--- config.mk ---
export PLATFORM = sky130hd
export DESIGN_NAME = tpf_tx_dev_flat
export DESIGN_NICKNAME = d
export VERILOG_FILES = /design/src/common/tpf_pkg.sv /design/src/common/tpf_tx_if.sv /design/src/rtl/tpf_tx_dev.sv /design/src/flat_wrapper.sv
export SDC_FILE = /design/constraint.sdc
export NUM_CORES = 2
export LEC_CHECK = 0
export BUFFER_PORTS_ARGS = -buffer_cell sky130_fd_sc_hd__buf_4
export CAP_MARGIN = 30
export CELL_PAD_IN_SITES_DETAIL_PLACEMENT = 1
export CELL_PAD_IN_SITES_GLOBAL_PLACEMENT = 2
export CORE_ASPECT_RATIO = 1.75
export CORE_UTILIZATION = 48
export CTS_BUF_LIST = sky130_fd_sc_hd__clkbuf_16
export DETAILED_ROUTE_END_ITERATION = 12
export PLACE_DENSITY = 0.88
export REMOVE_ABC_BUFFERS = 1
export SLEW_MARGIN = 10
export SYNTH_ARGS = -nofsm -noshare
export SYNTH_HDL_FRONTEND = slang
export SYNTH_SLANG_ARGS = --single-unit
--- constraint.sdc ---
create_clock -name clk -period 10.1 [get_ports clk]
set_clock_uncertainty 0.2 [all_clocks]
set_input_delay 0.505 -clock clk [delete_from_list [all_inputs] [get_ports clk]]
set_output_delay 0.505 -clock clk [all_outputs]
set_load 0.02 [all_outputs]
--- src/common/tpf_pkg.sv ---
// tpf_pkg: shared constants and types of the transmit phase fifo clocking
// assumes: both link ends and the bench import this package whole
package tpf_pkg;

  // ----------------------------------------------------------------------
  // geometry
  // ----------------------------------------------------------------------
  localparam int TPF_NUM_BLK     = 2;
  localparam int TPF_CH_PER_BLK  = 4;
  localparam int TPF_DATA_W      = 16;
  localparam int TPF_CTRL_W      = 2;
  localparam int TPF_FIFO_DEPTH  = 8;
  localparam int TPF_FILL_START  = TPF_FIFO_DEPTH / 2;
  localparam int TPF_MASTER_BLK  = 0;
  localparam int TPF_AUTO_REF_CH = 0;

  // ----------------------------------------------------------------------
  // timing
  // ----------------------------------------------------------------------
  localparam int TPF_CLK_NS     = 10;
  localparam int TPF_PAR_CLK_NS = 40;
  localparam int TPF_PAR_DIV    = TPF_PAR_CLK_NS / TPF_CLK_NS;

  // ----------------------------------------------------------------------
  // types
  // ----------------------------------------------------------------------
  typedef enum logic [2:0] {
    TPF_MODE_NB = 3'h1,
    TPF_MODE_X4 = 3'h2,
    TPF_MODE_X8 = 3'h4
  } tpf_mode_t;

  typedef enum logic [2:0] {
    TPF_SRC_TXCLK = 3'h1,
    TPF_SRC_CORE  = 3'h2,
    TPF_SRC_PIN   = 3'h4
  } tpf_src_t;

  typedef enum logic [1:0] {
    TPF_ST_FILL = 2'h1,
    TPF_ST_RUN  = 2'h2
  } tpf_fifo_st_t;

endpackage

--- src/common/tpf_tx_if.sv ---
// tpf_tx_if: fabric to transmitter link of all channels
// assumes: one clock; every clock of the link is a one-cycle enable
`timescale 1ns/1ps
interface tpf_tx_if
  import tpf_pkg::*;
#(
  parameter int NUM_BLK    = TPF_NUM_BLK,
  parameter int CH_PER_BLK = TPF_CH_PER_BLK,
  parameter int DATA_W     = TPF_DATA_W,
  parameter int CTRL_W     = TPF_CTRL_W
);
  localparam int NCH = NUM_BLK * CH_PER_BLK;

  logic [NCH-1:0]              wr_tick;
  logic [NUM_BLK-1:0]          core_tick;
  logic [NCH-1:0]              user_wr_tick;
  logic [NCH-1:0][DATA_W-1:0]  tx_data;
  logic [NCH-1:0][CTRL_W-1:0]  tx_ctrl;

  modport dev (
    output wr_tick,
    output core_tick,
    input  user_wr_tick,
    input  tx_data,
    input  tx_ctrl
  );

  modport fab (
    input  wr_tick,
    input  core_tick,
    output user_wr_tick,
    output tx_data,
    output tx_ctrl
  );
endinterface

--- src/rtl/tpf_tx_dev.sv ---
// tpf_tx_dev: transmit phase fifo of every channel and its clocking
// assumes: fabric end keeps its data on the clock it is handed
// Function
// - fifo absorbs phase only, equal frequencies
// - bonded modes write from bonded core clock
// - bonded fabric logic runs on core clock
// - identical channels of a block share one parallel clock
// - each block uses its channel 0 clock
// - user write clock replaces automatic selection
// - shared user clock has zero offset
// - same shared clock drives fabric data logic
// - frequency mismatch gives overflow or underrun
// - non-bonded reads local divider, halved with serializer
// - x4 reads block first unit divider
// - x8 reads master block first unit divider
// - user clock only from allowed sources
`timescale 1ns/1ps
module tpf_tx_dev
  import tpf_pkg::*;
#(
  parameter int NUM_BLK    = TPF_NUM_BLK,
  parameter int CH_PER_BLK = TPF_CH_PER_BLK,
  parameter int DATA_W     = TPF_DATA_W,
  parameter int CTRL_W     = TPF_CTRL_W,
  parameter int FIFO_DEPTH = TPF_FIFO_DEPTH,
  parameter int PAR_DIV    = TPF_PAR_DIV
) (
  // clock and reset
  input  wire logic                          clk,
  input  wire logic                          nrst,
  // link
  tpf_tx_if.dev                              lnk,
  // configuration
  input  tpf_mode_t                          mode,
  input  wire logic                          byte_ser,
  input  wire logic [NUM_BLK*CH_PER_BLK-1:0] user_clk_en,
  input  wire logic [NUM_BLK*CH_PER_BLK-1:0] ident,
  // serializer side
  output logic [NUM_BLK*CH_PER_BLK-1:0][DATA_W-1:0] ser_data,
  output logic [NUM_BLK*CH_PER_BLK-1:0][CTRL_W-1:0] ser_ctrl,
  output logic [NUM_BLK*CH_PER_BLK-1:0]             ser_valid,
  // status
  output logic [NUM_BLK*CH_PER_BLK-1:0]             running,
  output logic [NUM_BLK*CH_PER_BLK-1:0]             overflow,
  output logic [NUM_BLK*CH_PER_BLK-1:0]             underrun
);
  localparam int NCH  = NUM_BLK * CH_PER_BLK;
  localparam int WW   = DATA_W + CTRL_W;
  localparam int AW   = $clog2(FIFO_DEPTH);
  localparam int DIVW = $clog2(PAR_DIV);

  localparam logic [AW:0]     FULL_CNT  = (AW+1)'(FIFO_DEPTH);
  localparam logic [AW:0]     START_CNT = (AW+1)'(TPF_FILL_START);
  localparam logic [DIVW-1:0] DIV_LAST  = DIVW'(PAR_DIV - 1);

  // ----------------------------------------------------------------------
  // parameter checks
  // ----------------------------------------------------------------------
  if (PAR_DIV < 2) begin : g_chk_div
    $error("tpf_tx_dev: PAR_DIV must be at least 2");
  end
  if (FIFO_DEPTH < 4 || (1 << AW) != FIFO_DEPTH) begin : g_chk_depth
    $error("tpf_tx_dev: FIFO_DEPTH must be a power of two, 4 or more");
  end
  if (TPF_MASTER_BLK >= NUM_BLK || TPF_AUTO_REF_CH >= CH_PER_BLK)
  begin : g_chk_ref
    $error("tpf_tx_dev: reference block or channel out of range");
  end

  // ----------------------------------------------------------------------
  // state
  // ----------------------------------------------------------------------
  typedef struct packed {
    logic [NCH-1:0][DIVW-1:0]           lcnt;
    logic [NCH-1:0]                     lhalf;
    logic [NUM_BLK-1:0][DIVW-1:0]       bcnt;
    logic [NUM_BLK-1:0]                 bhalf;
    logic [NCH-1:0][FIFO_DEPTH-1:0][WW-1:0] mem;
    logic [NCH-1:0][AW-1:0]             wp;
    logic [NCH-1:0][AW-1:0]             rp;
    logic [NCH-1:0][AW:0]               cnt;
    tpf_fifo_st_t [NCH-1:0]             fst;
    logic [NCH-1:0][WW-1:0]             dout;
    logic [NCH-1:0]                     vld;
    logic [NCH-1:0]                     ovf;
    logic [NCH-1:0]                     unf;
  } tpf_dev_st_t;

  tpf_dev_st_t st;
  tpf_dev_st_t next_st;

  logic [NCH-1:0]     loc_rd;
  logic [NUM_BLK-1:0] core_rd;
  logic [NCH-1:0]     rd_tick;
  logic [NCH-1:0]     auto_wr;
  logic [NCH-1:0]     wr_tick;

  // ----------------------------------------------------------------------
  // parallel clock dividers
  // ----------------------------------------------------------------------
  always_comb begin
    for (int c = 0; c < NCH; c++) begin
      // local divider, halved when the byte serializer is used
      loc_rd[c] = (st.lcnt[c] == '0) & (~byte_ser | st.lhalf[c]);
    end
    for (int b = 0; b < NUM_BLK; b++) begin
      // first clock unit divider of each block
      core_rd[b] = (st.bcnt[b] == '0) & (~byte_ser | st.bhalf[b]);
    end
  end

  // ----------------------------------------------------------------------
  // read and write clock selection
  // ----------------------------------------------------------------------
  always_comb begin
    for (int c = 0; c < NCH; c++) begin
      case (mode)
        TPF_MODE_NB: begin
          rd_tick[c] = loc_rd[c];
          // identical channels follow channel 0 of their own block
          auto_wr[c] = ident[c]
                       ? loc_rd[(c / CH_PER_BLK) * CH_PER_BLK
                                + TPF_AUTO_REF_CH]
                       : loc_rd[c];
        end
        TPF_MODE_X4: begin
          rd_tick[c] = core_rd[c / CH_PER_BLK];
          auto_wr[c] = core_rd[c / CH_PER_BLK];
        end
        TPF_MODE_X8: begin
          rd_tick[c] = core_rd[TPF_MASTER_BLK];
          auto_wr[c] = core_rd[TPF_MASTER_BLK];
        end
        default: begin
          rd_tick[c] = 1'b0;
          auto_wr[c] = 1'b0;
        end
      endcase
      // user write clock overrides the automatic choice
      wr_tick[c] = user_clk_en[c] ? lnk.user_wr_tick[c]
                                  : auto_wr[c];
    end
  end

  // ----------------------------------------------------------------------
  // next state
  // ----------------------------------------------------------------------
  always_comb begin
    logic do_rd;
    logic do_wr;
    logic [AW:0] c_next;
    do_rd   = 1'b0;
    do_wr   = 1'b0;
    c_next  = '0;
    next_st = st;
    for (int c = 0; c < NCH; c++) begin
      next_st.lcnt[c] = (st.lcnt[c] == DIV_LAST) ? '0
                                                 : st.lcnt[c] + 1'b1;
      if (st.lcnt[c] == '0) begin
        next_st.lhalf[c] = ~st.lhalf[c];
      end
    end
    for (int b = 0; b < NUM_BLK; b++) begin
      next_st.bcnt[b] = (st.bcnt[b] == DIV_LAST) ? '0
                                                 : st.bcnt[b] + 1'b1;
      if (st.bcnt[b] == '0) begin
        next_st.bhalf[b] = ~st.bhalf[b];
      end
    end
    for (int c = 0; c < NCH; c++) begin
      next_st.vld[c] = 1'b0;
      c_next = st.cnt[c];
      // reads start only after half the fifo has filled
      do_rd = rd_tick[c] & (st.fst[c] == TPF_ST_RUN);
      if (do_rd) begin
        if (st.cnt[c] == '0) begin
          next_st.unf[c] = 1'b1;
        end else begin
          next_st.dout[c] = st.mem[c][st.rp[c]];
          next_st.vld[c]  = 1'b1;
          next_st.rp[c]   = st.rp[c] + 1'b1;
          c_next          = c_next - 1'b1;
        end
      end
      do_wr = wr_tick[c];
      if (do_wr) begin
        if (st.cnt[c] == FULL_CNT && !(do_rd && st.cnt[c] != '0)) begin
          next_st.ovf[c] = 1'b1;
        end else begin
          next_st.mem[c][st.wp[c]] = {lnk.tx_ctrl[c], lnk.tx_data[c]};
          next_st.wp[c]            = st.wp[c] + 1'b1;
          c_next                   = c_next + 1'b1;
        end
      end
      next_st.cnt[c] = c_next;
      case (st.fst[c])
        TPF_ST_FILL: begin
          if (st.cnt[c] >= START_CNT) begin
            next_st.fst[c] = TPF_ST_RUN;
          end
        end
        TPF_ST_RUN: begin
          next_st.fst[c] = TPF_ST_RUN;
        end
        default: begin
          next_st.fst[c] = TPF_ST_FILL;
        end
      endcase
    end
  end

  // ----------------------------------------------------------------------
  // registers
  // ----------------------------------------------------------------------
  always_ff @(posedge clk or negedge nrst) begin
    if (!nrst) begin
      st <= '0;
      for (int c = 0; c < NCH; c++) begin
        st.fst[c] <= TPF_ST_FILL;
      end
    end else begin
      st <= next_st;
    end
  end

  // ----------------------------------------------------------------------
  // outputs
  // ----------------------------------------------------------------------
  always_comb begin
    for (int c = 0; c < NCH; c++) begin
      ser_data[c] = st.dout[c][DATA_W-1:0];
      ser_ctrl[c] = st.dout[c][WW-1:DATA_W];
      running[c]  = (st.fst[c] == TPF_ST_RUN);
    end
  end

  // forwarded clocks carry the read rate, so zero offset by design
  assign lnk.wr_tick   = auto_wr;
  assign lnk.core_tick = core_rd;
  assign ser_valid     = st.vld;
  assign overflow      = st.ovf;
  assign underrun      = st.unf;

endmodule

--- src/flat_wrapper.sv ---
// flat-port wrapper written by rule: the top's interface ports become plain ports
module tpf_tx_dev_flat import tpf_pkg::*;
#(
  parameter int NUM_BLK    = TPF_NUM_BLK,
  parameter int CH_PER_BLK = TPF_CH_PER_BLK,
  parameter int DATA_W     = TPF_DATA_W,
  parameter int CTRL_W     = TPF_CTRL_W,
  parameter int FIFO_DEPTH = TPF_FIFO_DEPTH,
  parameter int PAR_DIV    = TPF_PAR_DIV
)
  (clk, nrst, mode, byte_ser, user_clk_en, ident, ser_data, ser_ctrl, ser_valid, running, overflow, underrun, lnk_wr_tick, lnk_core_tick, lnk_user_wr_tick, lnk_tx_data, lnk_tx_ctrl);
  tpf_tx_if #(.NUM_BLK(NUM_BLK), .CH_PER_BLK(CH_PER_BLK), .DATA_W(DATA_W), .CTRL_W(CTRL_W)) lnk_i ();
  input  wire logic clk;
  input  wire logic nrst;
  input  tpf_mode_t mode;
  input  wire logic byte_ser;
  input  wire logic [NUM_BLK*CH_PER_BLK-1:0] user_clk_en;
  input  wire logic [NUM_BLK*CH_PER_BLK-1:0] ident;
  output logic [NUM_BLK*CH_PER_BLK-1:0][DATA_W-1:0] ser_data;
  output logic [NUM_BLK*CH_PER_BLK-1:0][CTRL_W-1:0] ser_ctrl;
  output logic [NUM_BLK*CH_PER_BLK-1:0] ser_valid;
  output logic [NUM_BLK*CH_PER_BLK-1:0] running;
  output logic [NUM_BLK*CH_PER_BLK-1:0] overflow;
  output logic [NUM_BLK*CH_PER_BLK-1:0] underrun;
  output wire logic [$bits(lnk_i.wr_tick)-1:0] lnk_wr_tick;
  output wire logic [$bits(lnk_i.core_tick)-1:0] lnk_core_tick;
  input wire logic [$bits(lnk_i.user_wr_tick)-1:0] lnk_user_wr_tick;
  input wire logic [$bits(lnk_i.tx_data)-1:0] lnk_tx_data;
  input wire logic [$bits(lnk_i.tx_ctrl)-1:0] lnk_tx_ctrl;
  assign lnk_wr_tick = lnk_i.wr_tick;
  assign lnk_core_tick = lnk_i.core_tick;
  assign lnk_i.user_wr_tick = lnk_user_wr_tick;
  assign lnk_i.tx_data = lnk_tx_data;
  assign lnk_i.tx_ctrl = lnk_tx_ctrl;
  tpf_tx_dev #(.NUM_BLK(NUM_BLK), .CH_PER_BLK(CH_PER_BLK), .DATA_W(DATA_W), .CTRL_W(CTRL_W), .FIFO_DEPTH(FIFO_DEPTH), .PAR_DIV(PAR_DIV)) u_core (.clk(clk), .nrst(nrst), .lnk(lnk_i), .mode(mode), .byte_ser(byte_ser), .user_clk_en(user_clk_en), .ident(ident), .ser_data(ser_data), .ser_ctrl(ser_ctrl), .ser_valid(ser_valid), .running(running), .overflow(overflow), .underrun(underrun));
endmodule
======== Word-level counts from Yosys, hierarchy flattened ========
Index checks and enable logic that the tools add are counted.
storage, ports and cells
  bits in registers ....................... 1446
  input port bits ......................... 174
  output and inout port bits .............. 186
  logic and storage cells ................. 548
cells by class
  equality and inequality tests ........... 45
  reduce and logical (&&, ||, !) cells .... 91
  bitwise gates (word level) .............. 55
  order comparisons ....................... 32
  $add $sub $neg .......................... 42
  multiplexer cells ....................... 142
operators with widths
  operator                                                           count
  bitwise mux 144 bit                                                8
  binary-select mux 18 bit (select 3 bit)                            8
  demux 18 bit (select 3 bit)                                        8
  2-to-1 mux 18 bit                                                  16
  2-to-1 mux 4 bit                                                   32
  < comparator 3 x 4 -> 1 bit, second input constant                 16
  AND reduction 2 bit                                                32
  adder 3 x 1 -> 3 bit, second input constant                        16
  == test 2 bit, second input constant                               18
  2-to-1 mux 2 bit                                                   18
  adder 4 x 1 -> 4 bit, second input constant                        8
  == test 4 bit, second input constant                               8
  greater-or-equal comparator 4 x 3 -> 1 bit, second input constant  8
  zero test 4 bit                                                    8
  case mux 2 bit (2 select lines)                                    8
  nonzero test 4 bit                                                 8
  subtractor 4 x 1 -> 4 bit, second input constant                   8
  2-to-1 mux 1 bit                                                   30
  inverter 1 bit                                                     27
  greater-or-equal comparator 3 x 1 -> 1 bit, second input constant  8
  logical AND 1 bit                                                  24
  case mux 1 bit (3 select lines)                                    7
  adder 2 x 1 -> 2 bit, second input constant                        10
  zero test 2 bit                                                    10
  10 further kinds                                                   63

======== Logic depth before layout (Yosys ltp) ========
  depth in word-level cells ............... 10
  mapped depth ............................ 13
  depth with buffers taken out ............ 9

======== Least setup slack after synthesis ========
Ideal clock, no wire load.
  path kind ............................... input to register
  start point ............................. input port mode[2]
  end point ............................... register u_core.st[1172] (netlist name)
  stages on the path ...................... 10
  data arrival time ....................... 3.032 ns
  data required time ...................... 9.775 ns
  path buffers ............................ 3
  path slack .............................. 6.743 ns
  path through ............................ buf_2 -> nor3b_4 -> o211ai_1 -> a311oi_2 -> nor3_2 -> nor2_4 -> and4bb_2 -> buf_6 -> buf_12 -> mux2_2
between the ends
  longest elaborated chain between the ends .. 8
  elaborated cells between the ends (all ways) .. 12
  classes of those cells .................. 3 x eq/ne; 3 x mux; 2 x bitwise; 4 x reduce/logical
RTL lines
  what                                   line                RTL
  start: declaration                     flat_wrapper.sv:15  input tpf_mode_t mode;
  == test 3 bit (tied with other cells)  tpf_tx_dev.sv:117   case (mode)
  case mux 1 bit (3 select lines)        tpf_tx_dev.sv:117
  bitwise AND 1 bit                      tpf_tx_dev.sv:174   do_rd = rd_tick[c] & (st.fst[c] == TPF_ST_RUN);
  logical AND 1 bit                      tpf_tx_dev.sv:187   if (st.cnt[c] == FULL_CNT && !(do_rd && st.cnt[c] != '0)) begin
  zero test 1 bit                        tpf_tx_dev.sv:187
  logical AND 1 bit                      tpf_tx_dev.sv:187
  inverter 1 bit (no line)               --
  AND reduction 2 bit (no line) (*)      --
  end signal: assignment                 tpf_tx_dev.sv:222   st <= next_st;
  end: declaration                       tpf_tx_dev.sv:89    tpf_dev_st_t st;
Mark *: on every way between the ends. The rest lies on a longest branch, timed or not.
A chain may end at the register's enable or synchronous reset.

======== Worst setup path in the final report ========
  start point ............................. register u_core.st[1418] (netlist name)
  end point ............................... register u_core.st[939] (netlist name)
between the ends
  longest elaborated chain between the ends .. 9
  elaborated cells between the ends (all ways) .. 10
  classes of those cells .................. 2 x mux; 3 x bitwise; 5 x reduce/logical
RTL lines
  what                                 line               RTL
  zero test 2 bit (*)                  tpf_tx_dev.sv:108  core_rd[b] = (st.bcnt[b] == '0) & (~byte_ser | st.bhalf[b]);
  bitwise AND 1 bit (*)                tpf_tx_dev.sv:108
  case mux 1 bit (3 select lines) (*)  tpf_tx_dev.sv:117
  bitwise AND 1 bit                    tpf_tx_dev.sv:174
  logical AND 1 bit                    tpf_tx_dev.sv:187
  zero test 1 bit                      tpf_tx_dev.sv:187
  logical AND 1 bit                    tpf_tx_dev.sv:187
  inverter 1 bit (no line)             --
  AND reduction 2 bit (no line) (*)    --
Marked as above.

==> impl_metrics.py <==
metrics = {
    "status": {
        "outcome": "completed",
    },
    "yosys": {
        "synth-edff-count": 0,
        "synthDistinctLibCells": 93,
        "ys_seq_elements": 1446,
        "syn_area_um2": 65990,
        "synth_flop_cell": "dfrtp_1",
        "syn_inst": 4444,
        "yosysWarnings": 0,
        "synthArstFlopShare_pct": 100.0,
        "synth-seq-area-share_pct": 54.85,
        "syn_avg_cell_area_um2": 14.85,
    },
    "setup_path": {
        "start_kind": "register",
        "rr_endpoint": "u_core.st[939]",
        "crit_end": "u_core.st[939]",
        "worst_ep_arrival_time_ns": 4.99,
        "reg2reg_depth": 10,
        "regToRegSetupSlack_ns": 5.54,
        "endpoint_kind": "register",
        "crit_start": "u_core.st[1418]",
        "worst-setup-path-type": "reg2reg",
        "crit_fanout": 18,
        "crit_required_ns": 10.53,
        "r2r_start": "u_core.st[1418]",
    },
    "timing": {
        "worstMarginPinSlew_ns": 1.053,
        "drv_slew": 0,
        "finalHoldViolations": 0,
        "setup_viol": 0,
        "maxSlewHeadroom_pct": 29.79,
        "fmax_ghz": 0.2191,
        "fin_crit_ns": 4.564,
        "rsz0062_at_grt": "false",
        "fin_ws_ns": 5.536,
        "tns_ns": 0,
        "finalCritPeriodShare_pct": 45.19,
    },
    "pwr": {
        "power_frac_clock_pct": 21.6,
        "p_int_mw": 16.36,
        "p_seq_share_pct": 43.3,
        "static-leakage-power_nw": 32.56,
        "p_sw_mw": 7.752,
        "ir_drop_uv": 179.2,
        "swShare_pct": 32.15,
        "power_density_nw_per_um2": 318.4,
        "combPwrFrac_pct": 35.1,
    },
    "detailed_routing": {
        "drc": 0,
        "routed_wl_um": 162700,
        "via_per_inst": 5.722,
        "drt-pass1-iter-count": 5,
        "antenna_left": 0,
        "vias": 38411,
        "drt_iter0_drc": 2004,
        "wl_per_cell_um": 24.23,
    },
    "floorplanning": {
        "start_util_pct": 48.46,
        "fp.dieW_um": 282.3,
        "die_y_um": 492.5,
        "design.die.area_um2": 139000,
        "io-pin-count": 360,
        "core_um2": 136200,
        "placementRows": 179,
    },
    "hold_path": {
        "min_from": "user_clk_en[7]",
        "min_path_type": "in2reg",
    },
    "job": {
        "cap_violations": 0,
    },
    "clocking": {
        "postCtsSetupBuffers": 0,
        "clk_latency_ns": 0.78,
        "cts.sinks": 1446,
        "clockRootBuffer": "clkbuf_16",
        "cts_tree": "built",
        "clock_tree.buffer_depth": 3,
        "cts_max_level": 4,
        "clkSlewWorstSetupHoldPaths_ns": 0.06,
        "cts_made_buffers": 138,
    },
    "cells_and_area": {
        "area_growth_pct": 14.79,
        "multiInputGateArea_um2": 27300,
        "num-nets-final": 5017,
        "drive_above_1_share_pct": 44.80,
        "final_common_cell": "dfrtp_1",
        "final_cell_mix": "1430 x dfrtp_1, 1156 x mux2_2, 443 x buf_4, 288 x mux4_2, 165 x mux2i_1",
        "seqCellArea_um2": 36200,
        "nFillCells": 12918,
    },
    "place": {
        "pre_cts_slack_ns": 5.049,
        "io_buffers": 357,
        "dp_hpwl_um": 98740,
        "routabilityCongestion": 0.7505,
    },
    "global_routing": {
        "antenna_found_initial": 25,
        "grt.total_usage_pct": 23.94,
        "grt_pass1_wl_um": 257200,
        "grt_pass1_vias": 43821,
        "grt.overflow.total": 0,
        "grt_max_degree": 181,
    },
}
## power groups by stage
stage,sequential (mW),clock (mW),combinational (mW)
global placement,10.2,0,8.06
CTS,10.4,5.37,8.57
global route,10.8,5.56,9.15
detailed placement,10.5,0,8.43
finish,10.4,5.21,8.46
floorplan,10.4,0,5.65
## through the flow
stage               std cells  area [µm²]  hold slack, ns  util [%]  total power [mW]
finish                   6713       75740         0.06860     55.62             24.11
floorplan                4033       63630        0.009409         -             16.09
global placement         6293       69500          0.2348     51.04             18.23
global route             6711       75740         0.06235     55.62             25.49
CTS                      6696       75530        0.008590     55.46             24.36
detailed placement       6297       69560          0.2433     51.08             18.90
## kinds of logic after synthesis
group | synth area share, %
xor gates and xnor gates | 0.8628
DFF | 54.85
and+or+nand+nor | 3.982
AOI/OAI and AO/OA | 3.021
muxes | 32.18
adders and majority gates | 1.138
buffers and inverters | 3.965
## layout make-up
cell class                      instances  share of cell area (%)
Timing Repair Buffer                  610                   6.892
Clock inverter                        109                   1.247
Multi-Input combinational cell       2518                   36.04
Antenna cell                           10                 0.03304
Tap cell                             1810                   2.990
Sequential cell                      1446                   47.80
Clock buffer                          141                   4.658
Inverter                               69                  0.3419
## worst min path at each step
stage,depth (start not counted),end
floorplan,0,u_core.overflow[0]
global placement,1,u_core.st[1432]
finish,3,u_core.overflow[7]
detailed placement,1,u_core.st[1442]
CTS,4,u_core.overflow[4]
global route,3,u_core.overflow[7]
## critical path: stages, from the launching register on
cell      delay [ns]
dfrtp_1         0.40
inv_1           0.07
ha_1            0.20
nor2b_1         0.23
nand4b_1        0.44
buf_4           0.36
a31oi_1         0.27
o31a_1          0.62
nor2b_1         0.44
nand3_2         0.68
mux2_2          0.53
## cells in the mapped netlist (10+ instances only)
library cell | count | share of area, %
mux2_2 | 1156 | 20
nand3_1 | 28 | 0.21
ha_1 | 60 | 1.1
a21o_1 | 14 | 0.16
nor2b_1 | 12 | 0.11
clkbuf_1 | 127 | 0.72
a31oi_1 | 21 | 0.20
nor3_1 | 13 | 0.099
mux2i_1 | 165 | 2.5
nor2_1 | 159 | 0.90
a21oi_1 | 131 | 0.99
nand2b_1 | 15 | 0.14
or2_2 | 10 | 0.095
o211ai_1 | 12 | 0.14
xor2_1 | 26 | 0.35
dfrtp_1 | 1438 | 55
inv_1 | 69 | 0.39
xnor2_1 | 39 | 0.52
nand2_1 | 116 | 0.66
buf_4 | 175 | 2.0
buf_2 | 50 | 0.38
o21ai_0 | 52 | 0.39
nand3b_1 | 11 | 0.13
buf_1 | 48 | 0.27
mux4_2 | 288 | 9.8
## flip-flops by register name (all words and copies together), names as in the netlist
register,cells
u_core.st,1278
u_core.ser_data,128
u_core.ser_ctrl,16
u_core.overflow,8
u_core.ser_valid,8
u_core.underrun,8
## layer usage
metal	track usage, %	vias up	part of all wire [%]
met5	0	-	0.10
met4	7.143	28	2.4
met3	5.201	281	4.9
met2	41.96	707	52
met1	29.39	20649	40
li1	-	16746	-
## repair_timing
item,4_1_cts,5_1_grt
resized for setup,0,0
hold endpoints to repair,1297,0
hold buffers,149,0
No activity file was read; power rests on OpenSTA's default activity.
